File: config.mk
export PLATFORM = sky130hd
export DESIGN_NAME = scan_check_controller_flat
export DESIGN_NICKNAME = d
export VERILOG_FILES = /design/src/rtl/scan_adc_pkg.sv /design/src/rtl/converter_scan_if.sv /design/src/rtl/scan_check_controller.sv /design/src/flat_wrapper.sv
export SDC_FILE = /design/constraint.sdc
export NUM_CORES = 1
export LEC_CHECK = 0
export ABC_AREA = 1
export BUFFER_PORTS_ARGS = -buffer_cell sky130_fd_sc_hd__buf_2
export CAP_MARGIN = 20
export CORE_UTILIZATION = 50
export DETAILED_ROUTE_END_ITERATION = 7
export GPL_TIMING_DRIVEN = 0
export PLACE_DENSITY = 0.79
export SYNTH_ARGS = -nofsm -noshare
export SYNTH_HDL_FRONTEND = slang
export SYNTH_SLANG_ARGS = --single-unit
File: constraint.sdc
create_clock -name clk -period 2 [get_ports clk]
set_input_delay 0.2 -clock clk [delete_from_list [all_inputs] [get_ports clk]]
set_output_delay 0.2 -clock clk [all_outputs]
set_load 0.005 [all_outputs]
File: src/rtl/scan_adc_pkg.sv
// constants and types shared by the converter scan ends
// ==========================================================
package scan_adc_pkg;
	// ==========================================================
	// widths
	localparam int VALUE_W = 10;
	localparam int CHAN_N  = 8;
	localparam int MINUS_W = 3;
	localparam int ADDR_W  = 8;
	localparam int DATA_W  = 32;

	// ==========================================================
	// codes and idle values
	localparam logic [VALUE_W-1:0] MID_CODE     = 10'h200;
	localparam logic [CHAN_N-1:0]  IDLE_CHANNEL = 8'h01;
	localparam logic [MINUS_W-1:0] IDLE_MINUS   = 3'h0;

	// ==========================================================
	// timing
	localparam int CLK_PERIOD_NS  = 20;
	localparam int ENABLE_TIME_NS = 200;
	localparam int ENABLE_CYCLES  = (ENABLE_TIME_NS + CLK_PERIOD_NS - 1) / CLK_PERIOD_NS;
	localparam int STEP_CYCLES    = 4;

	// ==========================================================
	// controller register offsets and fields
	localparam logic [ADDR_W-1:0] CTRL_OFS    = 8'h00;
	localparam logic [ADDR_W-1:0] CHANNEL_OFS = 8'h04;
	localparam logic [ADDR_W-1:0] LOW_OFS     = 8'h08;
	localparam logic [ADDR_W-1:0] HIGH_OFS    = 8'h0c;
	localparam logic [ADDR_W-1:0] STATUS_OFS  = 8'h10;
	localparam int CTRL_START_BIT  = 0;
	localparam int ST_BUSY_BIT     = 0;
	localparam int ST_DONE_BIT     = 1;
	localparam int ST_PASS_BIT     = 2;
	localparam int ST_LOW_OK_BIT   = 3;
	localparam int ST_HIGH_OK_BIT  = 4;
	localparam logic [2:0]        CHANNEL_RESET = 3'h0;
	localparam logic [VALUE_W-1:0] LOW_RESET    = 10'h000;
	localparam logic [VALUE_W-1:0] HIGH_RESET   = 10'h3ff;

	// ==========================================================
	// reference source codes seen at the device user side
	localparam logic [1:0] REF_EXTERNAL = 2'h0;
	localparam logic [1:0] REF_BANDGAP  = 2'h1;
	localparam logic [1:0] REF_SUPPLY   = 2'h2;

	// limit check sequencer states
	typedef enum logic [2:0] {
		S_IDLE, S_WARM, S_SAMPLE, S_FREEZE, S_APPLY, S_PRESET, S_RELEASE
	} check_state_t;
endpackage : scan_adc_pkg

File: src/rtl/converter_scan_if.sv
// scan-cell signal set between test controller and converter
`timescale 1ns/1ps
`default_nettype none
interface converter_scan_if;
	logic                                sample_freeze;          // low tracks, high holds
	logic                                latch_preset_n;         // low presets decision latch
	logic [scan_adc_pkg::CHAN_N-1:0]     channel_select_onehot;  // positive input channel
	logic [scan_adc_pkg::MINUS_W-1:0]    minus_input_pick;       // differential minus mux
	logic                                bandgap_dac_ref_on;     // bandgap as reference
	logic                                supply_ref_pick;        // supply as reference
	logic                                gain_bypass_gate;       // gain stage pass gate
	logic                                gain_power_on;          // gain stages powered
	logic                                settle_boost;           // faster gain settling
	logic                                gain_switch_clk;        // gain stage switch clock
	logic                                gain_path_on;           // gain output to comparator
	logic                                bandgap_minus_on;       // bandgap as minus input
	logic                                ground_minus_on;        // ground as minus input
	logic                                converter_on;           // converter power
	logic                                switchcap_probe_en;     // gain output to probe pin
	logic [scan_adc_pkg::VALUE_W-1:0]    limit_value;            // ten-bit compare value
	logic                                sar_decision_out;       // comparator decision

	// test controller end
	modport ctrl (
		output sample_freeze, latch_preset_n, channel_select_onehot, minus_input_pick,
		output bandgap_dac_ref_on, supply_ref_pick, gain_bypass_gate, gain_power_on,
		output settle_boost, gain_switch_clk, gain_path_on, bandgap_minus_on,
		output ground_minus_on, converter_on, switchcap_probe_en, limit_value,
		input  sar_decision_out
	);
	// converter end
	modport conv (
		input  sample_freeze, latch_preset_n, channel_select_onehot, minus_input_pick,
		input  bandgap_dac_ref_on, supply_ref_pick, gain_bypass_gate, gain_power_on,
		input  settle_boost, gain_switch_clk, gain_path_on, bandgap_minus_on,
		input  ground_minus_on, converter_on, switchcap_probe_en, limit_value,
		output sar_decision_out
	);
endinterface : converter_scan_if
`default_nettype wire

File: src/rtl/scan_check_controller.sv
// test controller end: runs a two-limit check through the scan signals
//
// Implementation choices: the address-and-strobe port and the register addresses.
`timescale 1ns/1ps
`default_nettype none
module scan_check_controller #(
	parameter int VALUE_W     = scan_adc_pkg::VALUE_W,
	parameter int CHAN_N      = scan_adc_pkg::CHAN_N,
	parameter int STEP_CYCLES = scan_adc_pkg::STEP_CYCLES
) (
	input  wire logic                              clk,
	input  wire logic                              rstn,
	input  wire logic                              ce,
	converter_scan_if.ctrl                         link,
	input  wire logic [scan_adc_pkg::ADDR_W-1:0]   addr,
	input  wire logic [scan_adc_pkg::DATA_W-1:0]   wr_data,
	input  wire logic                              wr_en,
	input  wire logic                              rd_en,
	output logic      [scan_adc_pkg::DATA_W-1:0]   rd_data
);
	// ==========================================================
	// software registers
	logic [2:0]         channel_reg;   // channel index under test
	logic [VALUE_W-1:0] low_reg;       // lower limit code
	logic [VALUE_W-1:0] high_reg;      // upper limit code
	logic               done_reg;      // sticky end of check
	logic               low_ok_reg;    // lower limit decision read low
	logic               high_ok_reg;   // upper limit decision read high
	logic               start;         // software start strobe

	// a start while busy is dropped by the sequencer, so no check is cut short
	assign start = wr_en && (addr == scan_adc_pkg::CTRL_OFS) && wr_data[scan_adc_pkg::CTRL_START_BIT];

	// ==========================================================
	// sequencer state
	scan_adc_pkg::check_state_t state_reg;
	logic [7:0]                 step_cnt_reg;  // cycles left in the current step
	logic                       upper_reg;     // second phase: upper limit
	logic                       step_end;

	assign step_end = (step_cnt_reg == 8'h00);

	// ==========================================================
	// limit settings, written only while idle so a check sees stable limits
	always_ff @(posedge clk) begin
		if (!rstn) begin
			channel_reg <= scan_adc_pkg::CHANNEL_RESET;
			low_reg     <= scan_adc_pkg::LOW_RESET;
			high_reg    <= scan_adc_pkg::HIGH_RESET;
		end else if (ce && wr_en && state_reg == scan_adc_pkg::S_IDLE) begin
			// writes while busy are dropped without any error flag
			if (addr == scan_adc_pkg::CHANNEL_OFS) begin
				channel_reg <= wr_data[2:0];
			end
			if (addr == scan_adc_pkg::LOW_OFS) begin
				low_reg <= wr_data[VALUE_W-1:0];
			end
			if (addr == scan_adc_pkg::HIGH_OFS) begin
				high_reg <= wr_data[VALUE_W-1:0];
			end
		end
	end

	// register read, data one cycle after the strobe; unmapped reads zero
	always_ff @(posedge clk) begin
		if (!rstn) begin
			rd_data <= '0;
		end else if (ce) begin
			// data stand one cycle only, then fall back to zero
			rd_data <= '0;
			if (rd_en) begin
				unique case (addr)
					scan_adc_pkg::CHANNEL_OFS: rd_data <= 32'(channel_reg);
					scan_adc_pkg::LOW_OFS:     rd_data <= 32'(low_reg);
					scan_adc_pkg::HIGH_OFS:    rd_data <= 32'(high_reg);
					scan_adc_pkg::STATUS_OFS: begin
						rd_data[scan_adc_pkg::ST_BUSY_BIT]    <= (state_reg != scan_adc_pkg::S_IDLE);
						rd_data[scan_adc_pkg::ST_DONE_BIT]    <= done_reg;
						rd_data[scan_adc_pkg::ST_PASS_BIT]    <= done_reg & low_ok_reg & high_ok_reg;
						rd_data[scan_adc_pkg::ST_LOW_OK_BIT]  <= low_ok_reg;
						rd_data[scan_adc_pkg::ST_HIGH_OK_BIT] <= high_ok_reg;
					end
					default: rd_data <= '0;
				endcase
			end
		end
	end

	// ==========================================================
	// step sequencer: one state per scan update of the check
	always_ff @(posedge clk) begin
		if (!rstn) begin
			state_reg    <= scan_adc_pkg::S_IDLE;
			step_cnt_reg <= '0;
			upper_reg    <= 1'b0;
		end else if (ce) begin
			// count the current step down; a state change below reloads it
			if (!step_end) begin
				step_cnt_reg <= step_cnt_reg - 8'h01;
			end
			unique case (state_reg)
				// wait for software to start a check
				scan_adc_pkg::S_IDLE: begin
					if (start) begin
						state_reg    <= scan_adc_pkg::S_WARM;
						step_cnt_reg <= 8'(scan_adc_pkg::ENABLE_CYCLES - 1);
						upper_reg    <= 1'b0;
					end
				end
				// power-up time of the converter before the sample step; channel select and ground minus are already driven
				scan_adc_pkg::S_WARM: begin
					if (step_end) begin
						state_reg    <= scan_adc_pkg::S_SAMPLE;
						step_cnt_reg <= 8'(STEP_CYCLES - 1);
					end
				end
				// sample, freeze, apply and preset each last one step
				scan_adc_pkg::S_SAMPLE, scan_adc_pkg::S_FREEZE,
				scan_adc_pkg::S_APPLY, scan_adc_pkg::S_PRESET: begin
					if (step_end) begin
						state_reg    <= scan_adc_pkg::check_state_t'(state_reg + 3'h1);
						step_cnt_reg <= 8'(STEP_CYCLES - 1);
					end
				end
				scan_adc_pkg::S_RELEASE: begin
					if (step_end) begin
						// lower phase first, then the upper phase
						state_reg    <= upper_reg ? scan_adc_pkg::S_IDLE : scan_adc_pkg::S_SAMPLE;
						upper_reg    <= ~upper_reg;
						step_cnt_reg <= 8'(STEP_CYCLES - 1);
					end
				end
			endcase
		end
	end

	// ==========================================================
	// result capture at the end of the release step only
	always_ff @(posedge clk) begin
		if (!rstn) begin
			done_reg    <= 1'b0;
			low_ok_reg  <= 1'b0;
			high_ok_reg <= 1'b0;
		end else if (ce) begin
			if (start && state_reg == scan_adc_pkg::S_IDLE) begin
				done_reg    <= 1'b0;
				low_ok_reg  <= 1'b0;
				high_ok_reg <= 1'b0;
			end else if (state_reg == scan_adc_pkg::S_RELEASE && step_end) begin
				// the decision resolved two cycles earlier, so it has settled here
				if (upper_reg) begin
					high_ok_reg <= link.sar_decision_out;
					done_reg    <= 1'b1;
				end else begin
					low_ok_reg  <= !link.sar_decision_out;
				end
			end
		end
	end

	// ==========================================================
	// scan signal drive; idle values whenever no check runs
	logic active;   // a check is running
	assign active = (state_reg != scan_adc_pkg::S_IDLE);

	always_ff @(posedge clk) begin
		if (!rstn) begin
			link.converter_on          <= 1'b0;
			link.sample_freeze         <= 1'b1;
			link.latch_preset_n        <= 1'b1;
			link.channel_select_onehot <= scan_adc_pkg::IDLE_CHANNEL;
			link.limit_value           <= scan_adc_pkg::MID_CODE;
			link.ground_minus_on       <= 1'b0;
		end else if (ce) begin
			link.converter_on          <= active;
			link.channel_select_onehot <= active ? CHAN_N'(1) << channel_reg : scan_adc_pkg::IDLE_CHANNEL;
			// ground is the single minus source while checking
			link.ground_minus_on       <= active;
			// freeze is low in the sample step only, where the value is midpoint
			link.sample_freeze         <= (state_reg != scan_adc_pkg::S_SAMPLE);
			link.latch_preset_n        <= (state_reg != scan_adc_pkg::S_PRESET);
			// limit stands from apply until the decision has been taken
			unique case (state_reg)
				scan_adc_pkg::S_APPLY, scan_adc_pkg::S_PRESET, scan_adc_pkg::S_RELEASE:
					link.limit_value <= upper_reg ? high_reg : low_reg;
				default:
					link.limit_value <= scan_adc_pkg::MID_CODE;
			endcase
		end
	end

	// gain stages, references and minus mux are never exercised here
	// limitation: a check of the gain path or other references needs more controls
	// these flops only take their reset values and then hold them
	always_ff @(posedge clk) begin
		if (!rstn) begin
			link.minus_input_pick   <= scan_adc_pkg::IDLE_MINUS;
			link.bandgap_dac_ref_on <= 1'b0;
			link.supply_ref_pick    <= 1'b0;
			link.gain_bypass_gate   <= 1'b1;
			link.gain_power_on      <= 1'b0;
			link.settle_boost       <= 1'b0;
			link.gain_switch_clk    <= 1'b0;
			link.gain_path_on       <= 1'b0;
			link.bandgap_minus_on   <= 1'b0;
			link.switchcap_probe_en <= 1'b0;
		end
	end
endmodule : scan_check_controller
`default_nettype wire

File: src/flat_wrapper.sv
// flat-port wrapper written by rule: the top's interface ports become plain ports
module scan_check_controller_flat 
#(
	parameter int VALUE_W     = scan_adc_pkg::VALUE_W,
	parameter int CHAN_N      = scan_adc_pkg::CHAN_N,
	parameter int STEP_CYCLES = scan_adc_pkg::STEP_CYCLES
)
  (clk, rstn, ce, addr, wr_data, wr_en, rd_en, rd_data, link_sample_freeze, link_latch_preset_n, link_channel_select_onehot, link_minus_input_pick, link_bandgap_dac_ref_on, link_supply_ref_pick, link_gain_bypass_gate, link_gain_power_on, link_settle_boost, link_gain_switch_clk, link_gain_path_on, link_bandgap_minus_on, link_ground_minus_on, link_converter_on, link_switchcap_probe_en, link_limit_value, link_sar_decision_out);
  converter_scan_if link_i ();
  input  wire logic clk;
  input  wire logic rstn;
  input  wire logic ce;
  input  wire logic [scan_adc_pkg::ADDR_W-1:0] addr;
  input  wire logic [scan_adc_pkg::DATA_W-1:0] wr_data;
  input  wire logic wr_en;
  input  wire logic rd_en;
  output logic      [scan_adc_pkg::DATA_W-1:0] rd_data;
  output wire logic [$bits(link_i.sample_freeze)-1:0] link_sample_freeze;
  output wire logic [$bits(link_i.latch_preset_n)-1:0] link_latch_preset_n;
  output wire logic [$bits(link_i.channel_select_onehot)-1:0] link_channel_select_onehot;
  output wire logic [$bits(link_i.minus_input_pick)-1:0] link_minus_input_pick;
  output wire logic [$bits(link_i.bandgap_dac_ref_on)-1:0] link_bandgap_dac_ref_on;
  output wire logic [$bits(link_i.supply_ref_pick)-1:0] link_supply_ref_pick;
  output wire logic [$bits(link_i.gain_bypass_gate)-1:0] link_gain_bypass_gate;
  output wire logic [$bits(link_i.gain_power_on)-1:0] link_gain_power_on;
  output wire logic [$bits(link_i.settle_boost)-1:0] link_settle_boost;
  output wire logic [$bits(link_i.gain_switch_clk)-1:0] link_gain_switch_clk;
  output wire logic [$bits(link_i.gain_path_on)-1:0] link_gain_path_on;
  output wire logic [$bits(link_i.bandgap_minus_on)-1:0] link_bandgap_minus_on;
  output wire logic [$bits(link_i.ground_minus_on)-1:0] link_ground_minus_on;
  output wire logic [$bits(link_i.converter_on)-1:0] link_converter_on;
  output wire logic [$bits(link_i.switchcap_probe_en)-1:0] link_switchcap_probe_en;
  output wire logic [$bits(link_i.limit_value)-1:0] link_limit_value;
  input wire logic [$bits(link_i.sar_decision_out)-1:0] link_sar_decision_out;
  assign link_sample_freeze = link_i.sample_freeze;
  assign link_latch_preset_n = link_i.latch_preset_n;
  assign link_channel_select_onehot = link_i.channel_select_onehot;
  assign link_minus_input_pick = link_i.minus_input_pick;
  assign link_bandgap_dac_ref_on = link_i.bandgap_dac_ref_on;
  assign link_supply_ref_pick = link_i.supply_ref_pick;
  assign link_gain_bypass_gate = link_i.gain_bypass_gate;
  assign link_gain_power_on = link_i.gain_power_on;
  assign link_settle_boost = link_i.settle_boost;
  assign link_gain_switch_clk = link_i.gain_switch_clk;
  assign link_gain_path_on = link_i.gain_path_on;
  assign link_bandgap_minus_on = link_i.bandgap_minus_on;
  assign link_ground_minus_on = link_i.ground_minus_on;
  assign link_converter_on = link_i.converter_on;
  assign link_switchcap_probe_en = link_i.switchcap_probe_en;
  assign link_limit_value = link_i.limit_value;
  assign link_i.sar_decision_out = link_sar_decision_out;
  scan_check_controller #(.VALUE_W(VALUE_W), .CHAN_N(CHAN_N), .STEP_CYCLES(STEP_CYCLES)) u_core (.clk(clk), .rstn(rstn), .ce(ce), .link(link_i), .addr(addr), .wr_data(wr_data), .wr_en(wr_en), .rd_en(rd_en), .rd_data(rd_data));
endmodule
==> impl_metrics.tcl, run 1 <==
set metrics [dict create \
    status "finished, final reports clean" \
    path_class "flop to flop" \
    ir_drop_mv 0.427 \
    max_freq_ghz 0.568 \
    worst_ep_arrival_time_ps 1990 \
    ant_nets 0 \
    ys_seq_area_frac 0.375 \
    slowest_stage "dfxtp_1" \
    die-area_um2 7720 \
    place.gp.congestion 0.910 \
    port_buffers 54 \
    synth_edf_count 0 \
    dr.pass1.iters 5 \
    dp_hpwl_um 7210 \
    powerDensity_nw_per_um2 927 \
    fillers 631 \
    cp_cell_sequence "inv_1, ha_1, o21ai_2, nand2_4, nor2_4, nand2_2, nor2_4, inv_2, nand2_2, a21oi_1" \
    cts.clk_slew.worst_paths_ps 70 \
    areaGrowthSynthToFinish_pct 19.0 \
    rsz0062_at_grt "no" \
    num_rows 30 \
    globalRoute.totalOverflow 0 \
    clock_latency_ps 340 \
    worst_pin_slew_ps 597 \
    ctsResizeCount 0 \
    synth_area_um2 3680 \
    hold_viol 0 \
    setup.worst_path.end_class "flop" \
    via_per_inst 5.12 \
    avgSynthCellArea_um2 7.35 \
    drt_iter0_markers 228 \
    slew-limit-headroom 0.602 \
    yosys_warnings 0 \
    io-pin-count 112 \
    ctsRootBufferMaster "clkbuf_8" \
    grt_pass1_vias 3193 \
    min_path_type "input pin to flop" \
    final_common_cell "nand2_1" \
    clockBufferDepth 2 \
    path_delay_family "simple AND/OR/NAND/NOR gates" \
    min_period_over_period 0.880 \
    routedWlPerCell_um 13.3 \
    cts_sinks 69 \
    drv_slew 0 \
    htreeDepth 3 \
    nets 652 \
    finalSetupViolCount 0 \
    die_w_um 87.8 \
    layout_common_cells "nand2_1, dfxtp_1, buf_2, nor2_1, a21oi_1" \
    place_inst 683 \
    drc_errors 0 \
    coreArea_um2 6940 \
    antenna_found_initial 0 \
    synth-main-ff-cell "dfxtp_1" \
    grt_max_degree 12 \
    crit_path_start_kind "flop" \
    grt_pass1_wl_um 14900 \
    async_flop_share 0 \
    num_vias 3572 \
    cts_setup_buffers 0 \
    yosysUniqueCellTypes 38 \
    tritoncts "yes" \
    critPathMaxStageDelay_ps 360 \
    syn_inst 501 \
    antenna_cells 0 \
    cts_hold_buf 0 \
    synth-seq-cells 69 \
    finalCriticalPeriod_ps 1760 \
    fin_skew_ps 7.47 \
    fin_util 0.632 \
    start_util 0.531 \
    p_leak_nw 2.06 \
    layout-drive-gt1-share 0.251 \
    fin_cells 698 \
    max_cap_violations 0 \
    critPathRequiredTime_ps 2230 \
    cts_buffers 9 \
    crit_fanout 5 \
    postRouteWirelength_um 9310 \
    grt_usage 0.252 \
    setup_tns_ps 0 \
    worst-path-buf-inv 2 \
    die_y_um 87.8 \
]
## power breakdown
| group | switching [mW] | total (mW) | internal (mW) |
|---|---|---|---|
| sequential | 0.0858 | 1.57 | 1.48 |
| combinational | 0.875 | 1.37 | 0.495 |
| clock | 0.520 | 1.12 | 0.602 |
| total | 1.48 | 4.06 | 2.58 |
## synth_stat cells, types with 4 or more instances
master / number / area (um^2)
nand3_1: 34 / 170
nor2_2: 5 / 31.3
buf_4: 38 / 285
ha_1: 8 / 100
nand4_1: 5 / 31.3
nor2_4: 7 / 78.8
nor2_1: 46 / 173
buf_2: 4 / 20.0
a22oi_1: 4 / 30.0
nand2_4: 5 / 56.3
o22ai_1: 6 / 37.5
o21ai_0: 35 / 175
inv_1: 38 / 143
inv_2: 8 / 30.0
nand2_2: 4 / 25.0
or2_2: 4 / 25.0
nand2_1: 95 / 357
dfxtp_1: 69 / 1380
o211ai_1: 15 / 113
a21oi_1: 42 / 210
clkbuf_1: 7 / 26.3
## cells by family after synthesis
group | synth area share
simple gates | 0.272
compound gates | 0.172
buf+inv | 0.145
flops | 0.375
fa+ha+maj | 0.0272
xor+xnor | 0.00713
other cells | 0.00204
## worst reg2reg max path: cells and delay by family, from the launching register on
family,cells,cell delay (ps)
adders and majority gates,1,270
DFF,1,360
and+or+nand+nor,5,570
AOI/OAI and AO/OA,2,310
buffers and inverters,2,150
## per-stage QoR
step / power, mW / worst slack, ps / instance area (um^2) / hold slack [ps]
after floorplan: 2.66 / 487 / 3800 / 326
after global placement: 2.89 / 342 / 4200 / 439
after detailed placement: 2.95 / 256 / 4200 / 441
after CTS: 4.06 / 240 / 4390 / 92.5
after global routing: 4.33 / 133 / 4390 / 91.6
final: 4.06 / 241 / 4390 / 101
## worst paths after layout
| check | slack [ps] | depth (start not counted) | to | start |
|---|---|---|---|---|
| worst min register to register | 470 | 2 | u_core.rd_data[6] | u_core.rd_data[6] |
| worst min-delay path | 100 | 3 | u_core.high_reg[8] | wr_data[8] |
| worst max-delay path | 240 | 10 | u_core.step_cnt_reg[2] | u_core.state_reg[0] |
| worst max register to register | 240 | 10 | u_core.step_cnt_reg[2] | u_core.state_reg[0] |
## layer usage
layer / track usage / wire, um / share of wire / vias to the layer above
li1: - / - / - / 1777
met1: 0.310 / 4060 / 0.44 / 1631
met2: 0.430 / 4460 / 0.48 / 134
met3: 0.0471 / 487 / 0.052 / 30
met4: 0.110 / 301 / 0.032 / 0
met5: 0 / 0 / 0 / -
## final cells by class
| class | instances | area, um^2 | area share |
|---|---|---|---|
| flip-flops and latches | 69 | 1380 | 0.315 |
| repair buffers | 54 | 270 | 0.0616 |
| clock buffers | 11 | 141 | 0.0322 |
| plain buffers | 52 | 350 | 0.0799 |
| multi-input cells | 364 | 1890 | 0.431 |
| clock inverters | 4 | 48.8 | 0.0111 |
| inverters | 48 | 185 | 0.0422 |
| well taps | 96 | 120 | 0.0274 |
(Power assumes the default switching activity.)
==> run 2, diff against run 1 <==
Settings changed: CORE_UTILIZATION 50 to 45, PLACE_DENSITY 0.79 to 0.72, SETUP_SLACK_MARGIN set to 0.2.
==> run 2 against run 1 <==
  * Core utilization down 6.5 points
  * Die area is 11% higher
  * Sequential share of layout area fell by 0.28 points
  * Clock-buffer cell count unchanged
  * Highest routed layer unchanged
==> impl_metrics.tcl, run 2 (synthesized netlist as in run 1, its figures left out) <==
set metrics [dict create \
    min_period_over_period 0.860 \
    start_util 0.472 \
    ctsRootBufferMaster "clkbuf_8" \
    hold_viol 0 \
    coreArea_um2 7810 \
    critPathRequiredTime_ps 2240 \
    ir_drop_mv 0.381 \
    cts.clk_slew.worst_paths_ps 70 \
    grt_pass1_wl_um 14700 \
    min_path_type "input pin to flop" \
    dp_slack_ps 250 \
    seqCellArea_um2 1380 \
    layout_common_cells "nand2_1, dfxtp_1, buf_2, nor2_1, a21oi_1" \
    fin_skew_ps 5.11 \
    areaGrowthSynthToFinish_pct 20.1 \
    drv_slew 0 \
    finalSetupViolCount 0 \
    grt_usage 0.220 \
    layout-drive-gt1-share 0.256 \
    crit_fanout 10 \
    r2r-start "u_core.state_reg[0]" \
    postRouteWirelength_um 9170 \
    clock_latency_ps 350 \
    fillers 764 \
    routedWlPerCell_um 13.0 \
    grt_pass1_vias 3183 \
    slew-limit-headroom 0.625 \
    powerDensity_nw_per_um2 945 \
    cts_buffers 9 \
    die_y_um 92.5 \
    fin_ws_ps 280 \
    rr_worst_depth 10 \
    num_rows 32 \
    port_buffers 54 \
    hold_path_depth 3 \
    num_vias 3505 \
    place.gp.congestion 0.919 \
    power.switching_mw 1.47 \
    ant_nets 0 \
    io-pin-count 112 \
    setup_tns_ps 0 \
    swShare 0.351 \
    drt_iter0_markers 130 \
    tritoncts "yes" \
    holdPathEnd "u_core.high_reg[7]" \
    internal_power_mw 2.72 \
    die-area_um2 8550 \
    die_w_um 92.5 \
    dp_hpwl_um 7070 \
    worst_ep_arrival_time_ps 1960 \
    multiInputGateArea_um2 1900 \
    rsz0062_at_grt "no" \
    cts_setup_buffers 0 \
    via_per_inst 4.98 \
    clockBufferDepth 2 \
    p_leak_nw 2.07 \
    r2r-end "u_core.low_reg[4]" \
    seq_power_share 0.376 \
    max_freq_ghz 0.581 \
    crit_path_start_kind "flop" \
    cts_hold_buf 0 \
    antenna_found_initial 0 \
    htreeDepth 3 \
    dr.pass1.iters 5 \
    clkPwrFrac 0.298 \
    drc_errors 0 \
    worst_pin_slew_ps 563 \
    p_comb_frac 0.326 \
    nets 652 \
    antenna_cells 0 \
    cts_sinks 69 \
    max_cap_violations 0 \
    r2r_setup_slack_ps 280 \
    final_common_cell "nand2_1" \
    globalRoute.totalOverflow 0 \
    finalCriticalPeriod_ps 1720 \
    path_class "flop to flop" \
    hold_start "wr_data[7]" \
    grt_max_degree 12 \
    setup.worst_path.end_class "flop" \
    status "finished, final reports clean" \
]
run 2: worst max-delay path, stage by stage, from the launching register on:
cell and delay, ps:
dfxtp_1 340, inv_1 140, ha_2 250, nand2_4 90
nor2_8 140, nand2_4 80, nor2_4 150, inv_2 90
buf_6 150, nor2_1 110, nor2_1 60
run 2: stage by stage:
| step | instances | util | area (um^2) | hold WS (ps) | power (mW) |
|---|---|---|---|---|---|
| detailed placement | 689 | 0.538 | 4200 | 445 | 2.94 |
| global route | 704 | 0.567 | 4420 | 93.7 | 4.42 |
| CTS | 704 | 0.566 | 4420 | 81.7 | 4.18 |
| floorplan | 533 | - | 3800 | 326 | 2.66 |
| finish | 704 | 0.567 | 4420 | 97.2 | 4.18 |
| global placement | 689 | 0.538 | 4200 | 441 | 2.90 |
run 2: power groups by stage:
stage	sequential, mW	combinational [mW]	clock (mW)
floorplan	1.59	1.07	0
global placement	1.60	1.30	0
detailed placement	1.60	1.34	0
CTS	1.57	1.34	1.26
global route	1.59	1.50	1.33
finish	1.57	1.36	1.25
run 2: how the worst max path moves through the flow:
stage | startpoint | end | slack [ps] | depth (start not counted)
2_1_floorplan | u_core.state_reg[0] | u_core.step_cnt_reg[7] | 490 | 10
3_3_place_gp | u_core.state_reg[0] | u_core.step_cnt_reg[7] | 320 | 10
3_5_place_dp | u_core.state_reg[0] | u_core.step_cnt_reg[5] | 250 | 10
4_1_cts | u_core.state_reg[0] | u_core.step_cnt_reg[5] | 230 | 10
5_1_grt | u_core.state_reg[0] | u_core.high_reg[4] | 200 | 9
6_report | u_core.state_reg[0] | u_core.low_reg[4] | 280 | 10
run 2: timing repair:
item	4_1_cts	5_1_grt
endpoints found under the hold margin	0	0
resized for setup	0	3
endpoints found under the setup margin	0	25
run 2: layout make-up:
| cell class | instances | area share |
|---|---|---|
| inverter | 48 | 0.0419 |
| clock buffer | 11 | 0.0320 |
| buffer | 52 | 0.0792 |
| timing repair buffer | 54 | 0.0611 |
| clock inverter | 4 | 0.0164 |
| sequential | 69 | 0.312 |
| tap | 102 | 0.0288 |
| multi-input combinational | 364 | 0.428 |
run 2: metal layers:
layer	global-route usage	wire, um	up-vias
met5	0	0	-
met4	0.105	296	0
li1	-	-	1775
met1	0.265	3980	1579
met3	0.0525	530	26
met2	0.366	4360	125
==> run 3, diff against run 2 <==
Settings changed: PLACE_DENSITY 0.72 to 0.75, REMOVE_ABC_BUFFERS set to 1.
Clock period 2 ns to 1.54 ns, I/O delays scaled along.
==> run 3 against run 2 <==
  * The flow now finishes with violations (negative setup slack)
  * Global-route usage increased by 0.11 points
  * Wire length increased by 7.6%
  * Cell count decreased by 3.0%
  * Sequential power increased by 34%
  * Clock skew increased by 7.9 ps
  * Non-clock buffer count decreased by 24
  * Final area increased by 6.3%
  * Critical path depth unchanged
  * Via count increased by 1.9%
  * Register-to-register slack got worse by 310 ps
  * Critical path type unchanged
  * Largest cell class unchanged
  * Largest power group is now combinational logic
==> impl_metrics.tcl, run 3 (synthesized netlist as in run 1, its figures left out) <==
set metrics [dict create \
    cts.clk_slew.worst_paths_ps 80 \
    start_util 0.472 \
    worst_ep_arrival_time_ps 1830 \
    clock_latency_ps 350 \
    finalCriticalPeriod_ps 1570 \
    setup.worst_path.end_class "flop" \
    crit_fanout 7 \
    port_buffers 55 \
    rsz0062_at_grt "yes" \
    cts_sinks 69 \
    busiest_layer "met2" \
    globalRoute.totalOverflow 0 \
    path_depth 10 \
    fin_skew_ps 13.0 \
    cp_cell_sequence "inv_4, ha_4, nand2_8, nor2_8, nand2_4, nor2_4, buf_6, buf_16, nand2_2, o211ai_1" \
    path_class "flop to flop" \
    powerDensity_nw_per_um2 1290 \
    crit_path_start_kind "flop" \
    gr-usage-met2 0.395 \
    fillers 684 \
    status "complete, but fails checks" \
    max_freq_ghz 0.639 \
    antenna_found_initial 0 \
    clkPwrFrac 0.209 \
    tritoncts "yes" \
    grt_usage 0.221 \
    dr.pass1.iters 5 \
    io-pin-count 112 \
    num_vias 3570 \
    slew-limit-headroom 0.664 \
    slowest_stage "dfxtp_4" \
    place.gp.congestion 0.858 \
    hold_viol 0 \
    grtUsageMet1 0.251 \
    ir_drop_mv 0.533 \
    seq_power_share 0.347 \
    worst-path-buf-inv 3 \
    layout_common_cells "nand2_1, dfxtp_1, buf_2, nor2_1, conb_1" \
    htreeDepth 3 \
    fin_cells 683 \
    die_y_um 92.5 \
    path_delay_family "simple AND/OR/NAND/NOR gates" \
    finalPower_mw 6.06 \
    p_leak_nw 2.05 \
    power.switching_mw 2.38 \
    dp_hpwl_um 6100 \
    min_path_type "input pin to flop" \
    min_period_over_period 1.02 \
    swShare 0.394 \
    grt_pass1_vias 3292 \
    p_comb_frac 0.444 \
    antenna_cells 0 \
    max_cap_violations 0 \
    worst_pin_slew_ps 504 \
    drc_errors 0 \
    via_per_inst 5.23 \
    finalSetupViolCount 3 \
    clockBufferDepth 2 \
    grt_max_degree 43 \
    hold_path_depth 3 \
    drv_slew 0 \
    coreArea_um2 7810 \
    num_rows 32 \
    postRouteWirelength_um 9870 \
    routedWlPerCell_um 14.4 \
    use_met3 0.0575 \
    layout-drive-gt1-share 0.356 \
    ctsRootBufferMaster "clkbuf_8" \
    die_w_um 92.5 \
    internal_power_mw 3.67 \
    ant_nets 0 \
    place_inst 638 \
    drt_iter0_markers 197 \
    areaGrowthSynthToFinish_pct 27.6 \
    nets 631 \
    failed_checks "negative setup slack" \
    die-area_um2 8550 \
    critPathMaxStageDelay_ps 380 \
    rr_worst_depth 10 \
    grt_pass1_wl_um 14900 \
    critPathRequiredTime_ps 1810 \
    fin_ws_ps -25.2 \
    final_common_cell "nand2_1" \
    cts_buffers 9 \
]
## run 3: cell count changes in the layout (fill, tap and decap cells not counted), sizes merged
cell / before / now
nand2: 104 / 105
inv: 48 / 47
clkinvlp: 1 / 3
clkinv: 1 / 4
buf: 99 / 81
clkbuf: 18 / 12
bufinv: 2 / 0
## run 3: cell type report
type / count / area (um^2) / share of cell area
clock inverters: 4 / 26.3 / 0.00559
repair buffers: 82 / 546 / 0.116
multi-input cells: 365 / 2240 / 0.477
flip-flops and latches: 69 / 1400 / 0.298
inverters: 48 / 214 / 0.0455
repair inverters: 2 / 13.8 / 0.00293
clock buffers: 11 / 131 / 0.0279
well taps: 102 / 128 / 0.0271
## run 3: power by group through the flow
stage,clock network (mW),logic [mW],registers [mW]
final,1.26,2.69,2.10
after global placement,0,1.60,2.07
after detailed placement,0,1.65,2.08
after floorplan,0,1.30,2.06
after CTS,1.27,2.25,2.09
after global routing,1.36,2.91,2.12
## run 3: routing by layer
metal / part of all wire / wire (um)
met1: 0.41 / 4030
met2: 0.51 / 5050
met3: 0.061 / 603
met4: 0.018 / 182
met5: 0 / 0
## run 3: timing repair
item,4_1_cts,5_1_grt
setup buffers,17,9
cloned,2,2
pin swaps,21,32
endpoints found under the setup margin,58,57
hold buffers,0,0
resized for setup,60,71
## run 3: through the flow
| step | utilization | TNS [ps] | hold slack [ps] | instance area, um^2 | setup slack, ps |
|---|---|---|---|---|---|
| after floorplan | - | 0 | 223 | 3450 | 26.6 |
| after global placement | 0.494 | -13480 | 386 | 3860 | -532 |
| after detailed placement | 0.494 | -15670 | 394 | 3860 | -560 |
| after CTS | 0.563 | -8.32 | 28.6 | 4400 | -8.32 |
| after global routing | 0.602 | -935 | 40.9 | 4700 | -60.3 |
| final | 0.602 | -47.4 | 35.5 | 4700 | -25.2 |
## run 3: path summary, 6_finish.rpt
path                              start                         end  slack [ps]
max reg2reg         u_core.state_reg[1]          u_core.high_reg[7]         -30
min reg2reg  u_core.link.limit_value[9]  u_core.link.limit_value[9]         450
min                          wr_data[4]          u_core.high_reg[4]          40
max                 u_core.state_reg[1]          u_core.high_reg[7]         -30
## run 3: worst min-delay path, stage by stage
cell	delay, ps
buf_2	100
nand2_2	50
nand3_2	60
